## src/logic/cerc_pkg.sv

```systemverilog
// package for the cache error recovery control block
// assumes a single core clock domain
package cerc_pkg;
  localparam int IDX_W    = 4;
  localparam int DATA_W   = 32;
  localparam int SYND_W   = 8;
  localparam int ADDR_W   = 32;
  localparam int TLB_N    = 8;
  localparam int TLB_AW   = 3;
  localparam int NLINES   = 16;
  localparam int IC_NLINE = 8;
  localparam int IC_AW    = 3;
  localparam int PROC_BIT = 31;
  localparam int IPL_W    = 5;
  // bus interface status field positions
  localparam int BS_FILL_ECC = 0;
  localparam int BS_HARD     = 1;
  localparam int BS_SOFT     = 2;
  localparam int BS_SEO      = 3;
  localparam int BS_W        = 4;
  // backup cache control field positions
  localparam int BC_EN_BIT   = 0;
  localparam int BC_FH_BIT   = 1;
  localparam int BC_W        = 2;
  // error interrupt levels and control reset value
  localparam logic [4:0] HARD_IPL = 5'h1D;
  localparam logic [4:0] SOFT_IPL = 5'h1A;
  localparam logic [1:0] CTL_RST  = 2'h0;
  // step of the retry sequencer
  typedef enum logic [1:0] {
    CERC_RUN   = 2'b00,
    CERC_ABORT = 2'b01,
    CERC_TAKE  = 2'b10
  } cerc_step_type;
endpackage

```

## src/logic/cerc_line_mem.sv

```systemverilog
// small memory of backup cache lines with registered read data
// assumes synchronous write, one read port, one clock
`timescale 1ns/10ps
`default_nettype none
module cerc_line_mem (
  input  wire logic                       i_mclk,
  input  wire logic                       i_we,
  input  wire logic [cerc_pkg::IDX_W-1:0] i_widx,
  input  wire logic [cerc_pkg::DATA_W:0]  i_wdata,
  input  wire logic [cerc_pkg::IDX_W-1:0] i_ridx,
  output logic      [cerc_pkg::DATA_W:0]  o_rdata
);
  logic [cerc_pkg::DATA_W:0] mem [cerc_pkg::NLINES];
  always_ff @(posedge i_mclk) begin
    if (i_we) begin
      mem[i_widx] <= i_wdata;
    end
    o_rdata <= mem[i_ridx];
  end
endmodule
`default_nettype wire

```

## src/logic/cerc_top.sv

```systemverilog
// cache, translation buffer and error retry control
// assumes privileged register writes arrive as one-cycle pulses on i_mclk
`timescale 1ns/10ps
`default_nettype none
// What this block does
// - instruction cache fully invalidated by each return from exception
// - tlb cleared only by invalidate-single, invalidate-all, context load, tlb parity error
// - tlb parity error triggers internal invalidate-all
// - cache errors automatically turn the affected cache off
// - backup control write can select force-hit mode
// - force-hit read returns line data unless uncorrectable
// - fill ecc checked in force-hit, sets fill-ecc flag
// - error-disable mode reloads syndrome on every fill
// - otherwise syndrome captured only on error
// - primary and icache arrays accept forced bad parity
// - tlb entries writable through tag and entry registers
// - machine check aborts; return re-executes failing instruction unless an error interrupt is taken
// - error interrupts taken only at instruction boundaries
// - after return, interrupt taken only if level below it
// - writing 0 to backup bit 0 disables backup, and primary unless primary control written same cycle
// - error flags cleared only by writing one
// - second hard or fill-ecc error sets flag, first address and status kept
module cerc_top (
  input  wire logic                        i_mclk,
  input  wire logic                        i_nrst,
  input  wire logic                        i_ic_ctl_we,
  input  wire logic                        i_ic_ctl_en,
  input  wire logic                        i_pc_ctl_we,
  input  wire logic                        i_pc_ctl_en,
  input  wire logic                        i_bc_ctl_we,
  input  wire logic [cerc_pkg::BC_W-1:0]   i_bc_ctl,
  input  wire logic                        i_diag_err_dis,
  input  wire logic                        i_rei,
  input  wire logic                        i_load_process_context,
  input  wire logic                        i_tlb_inv_all,
  input  wire logic                        i_tlb_inv_single,
  input  wire logic [cerc_pkg::ADDR_W-1:0] i_tlb_va,
  input  wire logic                        i_tlb_we,
  input  wire logic [cerc_pkg::TLB_AW-1:0] i_tlb_widx,
  input  wire logic [cerc_pkg::ADDR_W-1:0] i_tlb_tag,
  input  wire logic [cerc_pkg::ADDR_W-1:0] i_tlb_pte,
  input  wire logic                        i_tlb_par_err,
  input  wire logic                        i_ic_we,
  input  wire logic [cerc_pkg::IC_AW-1:0]  i_ic_addr,
  input  wire logic                        i_ic_bad_par,
  input  wire logic                        i_ic_par_err,
  input  wire logic                        i_pc_we,
  input  wire logic                        i_pc_bad_par,
  input  wire logic                        i_pc_par_err,
  input  wire logic                        i_fill,
  input  wire logic [cerc_pkg::IDX_W-1:0]  i_fill_idx,
  input  wire logic [cerc_pkg::DATA_W-1:0] i_fill_data,
  input  wire logic [cerc_pkg::SYND_W-1:0] i_fill_synd,
  input  wire logic                        i_fill_unc,
  input  wire logic [cerc_pkg::ADDR_W-1:0] i_fill_addr,
  input  wire logic                        i_rd,
  input  wire logic [cerc_pkg::IDX_W-1:0]  i_rd_idx,
  input  wire logic                        i_hard_err,
  input  wire logic [cerc_pkg::ADDR_W-1:0] i_err_addr,
  input  wire logic                        i_bs_w1c_we,
  input  wire logic [cerc_pkg::BS_W-1:0]   i_bs_w1c,
  input  wire logic                        i_mchk,
  input  wire logic                        i_insn_end,
  input  wire logic [cerc_pkg::IPL_W-1:0]  i_ipl,
  output logic                             o_ic_en,
  output logic                             o_pc_en,
  output logic                             o_bc_en,
  output logic                             o_force_hit,
  output logic [cerc_pkg::IC_NLINE-1:0]    o_ic_valid,
  output logic [cerc_pkg::IC_NLINE-1:0]    o_ic_par,
  output logic                             o_pc_par,
  output logic [cerc_pkg::TLB_N-1:0]       o_tlb_valid,
  output logic [cerc_pkg::ADDR_W-1:0]      o_tlb_rd_pte,
  output logic                             o_rd_valid,
  output logic [cerc_pkg::DATA_W-1:0]      o_rd_data,
  output logic [cerc_pkg::BS_W-1:0]        o_bus_status,
  output logic [cerc_pkg::ADDR_W-1:0]      o_err_addr,
  output logic [cerc_pkg::SYND_W-1:0]      o_fill_synd,
  output logic                             o_abort,
  output logic                             o_retry,
  output logic                             o_err_int
);
  localparam int N = cerc_pkg::TLB_N;

  typedef struct packed {
    logic                        ic_en;
    logic                        pc_en;
    logic                        bc_en;
    logic                        fh;
    logic [cerc_pkg::IC_NLINE-1:0] ic_v;
    logic [cerc_pkg::IC_NLINE-1:0] ic_p;
    logic                        pc_p;
    logic [N-1:0]                tv;
    logic [N-1:0][cerc_pkg::ADDR_W-1:0] ttag;
    logic [N-1:0][cerc_pkg::ADDR_W-1:0] tpte;
    logic [cerc_pkg::ADDR_W-1:0] rd_pte;
    logic                        rd_pend;
    logic                        rd_v;
    logic [cerc_pkg::DATA_W-1:0] rd_d;
    logic [cerc_pkg::BS_W-1:0]   bs;
    logic [cerc_pkg::ADDR_W-1:0] ea;
    logic [cerc_pkg::SYND_W-1:0] syn;
    cerc_pkg::cerc_step_type     step;
    logic                        abort;
    logic                        retry;
    logic                        eint;
  } cerc_state_type;

  cerc_state_type s_q;
  cerc_state_type s_d;
  logic [cerc_pkg::DATA_W:0] mem_rd;
  logic                      err_new;
  logic                      pend_int;
  logic [cerc_pkg::IPL_W-1:0] int_ipl;

  cerc_line_mem cerc_line_mem_inst (
    .i_mclk  (i_mclk),
    .i_we    (i_fill),
    .i_widx  (i_fill_idx),
    .i_wdata ({i_fill_unc, i_fill_data}),
    .i_ridx  (i_rd_idx),
    .o_rdata (mem_rd)
  );

  always_comb begin
    s_d = s_q;
    s_d.abort = 1'b0;
    s_d.retry = 1'b0;
    if (i_bc_ctl_we) begin
      s_d.bc_en = i_bc_ctl[cerc_pkg::BC_EN_BIT];
      s_d.fh = i_bc_ctl[cerc_pkg::BC_FH_BIT];
      if (!i_bc_ctl[cerc_pkg::BC_EN_BIT]) begin
        s_d.pc_en = 1'b0;
      end
    end
    if (i_pc_ctl_we) begin
      s_d.pc_en = i_pc_ctl_en;
    end
    if (i_ic_ctl_we) begin
      s_d.ic_en = i_ic_ctl_en;
    end
    if (i_ic_we) begin
      s_d.ic_v[i_ic_addr] = 1'b1;
      s_d.ic_p[i_ic_addr] = i_ic_bad_par;
    end
    if (i_pc_we) begin
      s_d.pc_p = i_pc_bad_par;
    end
    if (i_rei) begin
      s_d.ic_v = '0;
    end
    if (i_tlb_we) begin
      s_d.tv[i_tlb_widx] = 1'b1;
      s_d.ttag[i_tlb_widx] = i_tlb_tag;
      s_d.tpte[i_tlb_widx] = i_tlb_pte;
    end
    for (int k = 0; k < N; k++) begin
      if (i_tlb_inv_single && s_q.ttag[k] == i_tlb_va) begin
        s_d.tv[k] = 1'b0;
      end
      if (i_load_process_context && !s_q.ttag[k][cerc_pkg::PROC_BIT]) begin
        s_d.tv[k] = 1'b0;
      end
      if (s_q.tv[k] && s_q.ttag[k] == i_tlb_va) begin
        s_d.rd_pte = s_q.tpte[k];
      end
    end
    if (i_tlb_inv_all || i_tlb_par_err) begin
      s_d.tv = '0;
    end
    if (i_ic_par_err) begin
      s_d.ic_en = 1'b0;
    end
    if (i_pc_par_err) begin
      s_d.pc_en = 1'b0;
    end
    if (i_fill && i_fill_unc) begin
      s_d.bc_en = 1'b0;
      s_d.pc_en = 1'b0;
    end
    s_d.rd_pend = i_rd && s_q.fh;
    s_d.rd_v = s_q.rd_pend && !mem_rd[cerc_pkg::DATA_W];
    if (s_q.rd_pend && !mem_rd[cerc_pkg::DATA_W]) begin
      s_d.rd_d = mem_rd[cerc_pkg::DATA_W-1:0];
    end
    if (i_bs_w1c_we) begin
      s_d.bs = s_q.bs & ~i_bs_w1c;
    end
    if (err_new) begin
      if (s_q.bs[cerc_pkg::BS_FILL_ECC] || s_q.bs[cerc_pkg::BS_HARD]) begin
        s_d.bs[cerc_pkg::BS_SEO] = 1'b1;
      end else begin
        s_d.ea = i_hard_err ? i_err_addr : i_fill_addr;
        s_d.bs[cerc_pkg::BS_FILL_ECC] = i_fill && i_fill_unc;
        s_d.bs[cerc_pkg::BS_HARD] = i_hard_err;
      end
    end
    if (i_pc_par_err || i_ic_par_err) begin
      s_d.bs[cerc_pkg::BS_SOFT] = 1'b1;
    end
    if (i_fill && (i_diag_err_dis || i_fill_unc)) begin
      s_d.syn = i_fill_synd;
    end
    s_d.eint = pend_int && (s_q.eint || i_insn_end);
    unique case (s_q.step)
      cerc_pkg::CERC_RUN: begin
        if (i_mchk) begin
          s_d.abort = 1'b1;
          s_d.step = cerc_pkg::CERC_ABORT;
        end
      end
      cerc_pkg::CERC_ABORT: begin
        if (i_rei) begin
          if (pend_int && i_ipl < int_ipl) begin
            s_d.step = cerc_pkg::CERC_TAKE;
          end else begin
            s_d.retry = 1'b1;
            s_d.step = cerc_pkg::CERC_RUN;
          end
        end
      end
      cerc_pkg::CERC_TAKE: begin
        if (i_insn_end) begin
          s_d.step = cerc_pkg::CERC_RUN;
        end
      end
      default: s_d.step = cerc_pkg::CERC_RUN;
    endcase
  end

  assign err_new = i_hard_err || (i_fill && i_fill_unc);
  assign pend_int = s_q.bs[cerc_pkg::BS_HARD] ||
                    s_q.bs[cerc_pkg::BS_SOFT] ||
                    s_q.bs[cerc_pkg::BS_FILL_ECC];
  assign int_ipl = s_q.bs[cerc_pkg::BS_HARD] ? cerc_pkg::HARD_IPL
                                             : cerc_pkg::SOFT_IPL;

  always_ff @(posedge i_mclk or negedge i_nrst) begin
    if (!i_nrst) begin
      s_q <= '0;
    end else begin
      s_q <= s_d;
    end
  end

  assign o_ic_en      = s_q.ic_en;
  assign o_pc_en      = s_q.pc_en;
  assign o_bc_en      = s_q.bc_en;
  assign o_force_hit  = s_q.fh;
  assign o_ic_valid   = s_q.ic_v;
  assign o_ic_par     = s_q.ic_p;
  assign o_pc_par     = s_q.pc_p;
  assign o_tlb_valid  = s_q.tv;
  assign o_tlb_rd_pte = s_q.rd_pte;
  assign o_rd_valid   = s_q.rd_v;
  assign o_rd_data    = s_q.rd_d;
  assign o_bus_status = s_q.bs;
  assign o_err_addr   = s_q.ea;
  assign o_fill_synd  = s_q.syn;
  assign o_abort      = s_q.abort;
  assign o_retry      = s_q.retry;
  assign o_err_int    = s_q.eint;
endmodule
`default_nettype wire

```

## config.mk

```make
export PLATFORM = sky130hd
export DESIGN_NAME = cerc_top
export DESIGN_NICKNAME = d
export VERILOG_FILES = /design/src/logic/cerc_pkg.sv /design/src/logic/cerc_line_mem.sv /design/src/logic/cerc_top.sv
export SDC_FILE = /design/constraint.sdc
export NUM_CORES = 2
export LEC_CHECK = 0
export BUFFER_PORTS_ARGS = -buffer_cell sky130_fd_sc_hd__buf_2
export CORE_ASPECT_RATIO = 1.2
export CORE_MARGIN = 1.5
export CORE_UTILIZATION = 50
export DETAILED_ROUTE_END_ITERATION = 10
export PLACE_DENSITY = 0.68
export SLEW_MARGIN = 20
export SYNTH_ARGS = -nofsm -noshare
export SYNTH_HDL_FRONTEND = slang
export SYNTH_SLANG_ARGS = --single-unit
export TNS_END_PERCENT = 100
```

## constraint.sdc

```tcl
create_clock -name i_mclk -period 3.8 [get_ports i_mclk]
set_input_delay 0.38 -clock i_mclk [delete_from_list [all_inputs] [get_ports i_mclk]]
set_output_delay 0.38 -clock i_mclk [all_outputs]
set_load 0.005 [all_outputs]
```

==> key figures <==
Setup path
  – Startpoint Class: register
  – Crit-path max FO: 20
  – Setup CP Type: reg2reg
  – Critical path endpoint category: register
  – Critical path data arrival time: 3.86 ns
  – CP required: around 4.4 ns

Detailed routing
  – Vias per cell: around 5.7
  – DRC Markers: 0
  – Via count: roughly 30,000
  – First DRT Iteration DRCs: around 2,500
  – Pre-antenna DRT Iters: 7
  – Final ANT Viol Nets: 0
  – Routed WL: 133 mm
  – WL/cell: approximately 25 microns

Die
  – Die Area: around 0.10 sq mm
  – Std cell rows: roughly 130
  – Chip width: ~300 microns
  – Initial Util: between 50 and 60%
  – I/O pin count: slightly below 400
  – Core footprint: 0.102 sq mm
  – Die span in y: ~350 microns

Final layout
  – Layout cell share with drive strength beyond 1: around a third
  – Post-Layout Cell Count: 5,333
  – Layout Utilization: between 50% and 60%
  – Layout area overhead: 15.9%
  – Fin nets: 4,118
  – Fin area: around 0.059 sq mm
  – # fillers: between 8,000 and 9,000

Synthesis
  – Register area share after synthesis: 64.3%
  – Count of unique library cells instantiated by Yosys: 46
  – Synth top area cells: dfrtp_1 32%, edfxtp_1 31%, mux2_2 9.5%, mux4_2 7.3%, nand2_1 3.7%
  – Yosys warns: 0
  – Seq cells post-synth: 1,217
  – Syn nets: ~3,700
  – Synth Flop Type: dfrtp_1
  – Most frequent cell after synthesis: dfrtp_1
  – Post-Synthesis Cells: roughly 3,500
  – Adder-Cell Fraction of Synth Area: 0.0489%
  – Async SR Flop Fraction: a little over half
  – Synth cell count leaders: 656 x dfrtp_1, 528 x edfxtp_1, 498 x nand2_1, 434 x mux2_2, 165 x mux4_2
  – Synth area leader: dfrtp_1
  – Share of the synthesized area in the top cell type: approximately a third
  – Synth Cell Area: roughly 0.051 sq mm
  – Largest family of logic cells by synthesized area: multiplexers
  – Compound-cell area share of the yosys netlist: slightly above 3%
  – Post-synthesis mux area share: between 15 and 20%
  – Average size of a mapped cell: 14.7 sq um
  – EDFF count, synth: between 500 and 600
  – Synth Area in XOR/XNOR: under 10%
  – Simple-Gate Fraction of Synth Area: 6.37%

Global routing
  – Largest net degree at the start of global routing: roughly 110
  – Total track usage: between 20% and 30%
  – First-pass GRT wire length: approximately 200 mm
  – Grt total ovfl: 0
  – Vias in the first global route: around 31,000
  – Antenna violations before repair: 9

Timing
  – Clock Skew: about 0.05 ns
  – Final setup fails: 0
  – Post-route minimum period: approximately 3.2 ns
  – Max-slew violations: 0
  – Unrepaired setup endpoints after global routing: false
  – Worst-margin pin slew: 1.01 ns
  – Crit share post-route: 84.9%
  – Setup_tns: 0 ns
  – Slew Limit Headroom: around a third
  – Endpoints failing hold: 0
  – FMAX: 310 MHz

Clocking
  – Clock Latency Late Sink: 0.71 ns
  – Max clock buf depth: 3
  – Clock sinks: between 1,000 and 1,500
  – H-Tree Depth: 3
  – CTS buffer count: between 100 and 150
  – PostCTS Resize Cnt: 0
  – Cell chosen for the clock root: clkbuf_16
  – Clk slew on worst S/H paths: 0.06 ns
  – Postcts setup bufs: 0
  – CTS tree: done

Worst hold path
  – Hold Path Class: in2reg

Placement
  – Port-buffer cells: roughly 390
  – Area after DPL: about 0.054 sq mm
  – Hpwl dp: 79.9 mm
  – GP Congestion: between 0.8 and 0.9
  – Cell count after placement: between 4,000 and 5,000

Run
  – Max_cap viols: 0

Run status
  – Status: finished, final reports clean

Power and ir drop
  – Pwr Density: roughly 550 mW/mm^2
  – Pwr Total: approximately 0.033 W
  – Leakage: about 24 nW
  – Maximum VDD drop: ~0.00047 V
## path summary, 6_finish.rpt
| kind | to | from | slack [ns] | cells past startpoint |
|---|---|---|---|---|
| setup / recovery | o_tlb_rd_pte[7] | register | 0.57 | 9 |
| hold / removal | cerc_line_mem_inst.mem[3][24] | i_fill_data[24] | 0.03 | 1 |
| setup reg to reg | o_tlb_rd_pte[7] | register | 0.57 | 9 |
| hold reg to reg | o_abort | s_q[4] | 0.43 | 1 |
| max in group asynchronous | o_err_addr[2] | i_nrst | 2.48 | 3 |
| min in group asynchronous | async pin | i_nrst | 0.21 | 2 |
## repair_timing
item | 4_1_cts | 5_1_grt
endpoints found under the setup margin | 0 | 0
hold buffers | 127 | 0
hold endpoints to repair | 616 | 0
## critical path, stage by stage (launching register included)
cell	delay, ns
dfrtp_1	0.39
xor2_1	0.15
nor4_1	0.87
nand4_1	0.33
nor4_1	0.44
or2_1	0.21
buf_4	0.32
nor4_1	0.10
a2bb2oi_1	0.15
a31oi_1	0.18
## cells by family after synthesis
kind of cell,count (synthesis)
compound gates,230
xor+xnor,256
fa+ha+maj,2
buf+inv,359
flops,1217
mux,666
simple gates,755
## routing by layer
| metal | global-route usage, % | part of all wire [%] | wire length, microns |
|---|---|---|---|
| met5 | 0 | 0.067 | 89 |
| met4 | 9.18 | 3.3 | 4350 |
| met3 | 4.09 | 6.3 | 8360 |
| met2 | 43.0 | 50 | 66400 |
| met1 | 34.3 | 40 | 53700 |
## area by class of cell
cell class / count / area (sq um) / area share, %
sequential: 1217 / 32900 / 55.5
multi-input combinational: 1909 / 16500 / 27.9
timing repair buffer: 603 / 4160 / 7.01
clock buffer: 178 / 3440 / 5.79
tap: 1365 / 1710 / 2.88
clock inverter: 41 / 517 / 0.870
inverter: 17 / 63.8 / 0.107
antenna: 3 / 7.51 / 0.0126
## through the flow
step	worst slack (ns)	hold slack, ns
final	0.574	0.0322
after global routing	0.408	0.0190
after CTS	0.470	0.000168
after detailed placement	0.272	0.359
after global placement	0.331	0.359
after floorplan	-0.688	0.0844
## cells in the final DEF, fill, tap and decap left out, types with 8 or more instances in the layout
master,count
clkbuf_16,116
mux2i_1,67
buf_12,22
a21oi_1,45
buf_2,389
nor2_1,80
dlygate4sd3_1,127
buf_4,62
mux4_2,165
a31oi_1,38
xor2_1,128
dfrtp_1,656
clkinv_2,23
clkbuf_1,32
o21ai_0,36
a2bb2oi_1,31
dfxtp_1,33
nor3_2,11
clkbuf_8,31
nor4_1,72
nand3_1,9
bufinv_16,8
edfxtp_1,528
nand4_1,41
xnor2_1,128
mux2_2,434
nand2_1,497
a211oi_1,32
o221ai_1,38
inv_1,15
## where the power goes
group | internal [W] | switching, W | total, W
clock network | 0.00679 | 0.00508 | 0.0119
logic | 0.00222 | 0.00216 | 0.00438
registers | 0.0154 | 0.000956 | 0.0164
(Power assumes the default switching activity.)
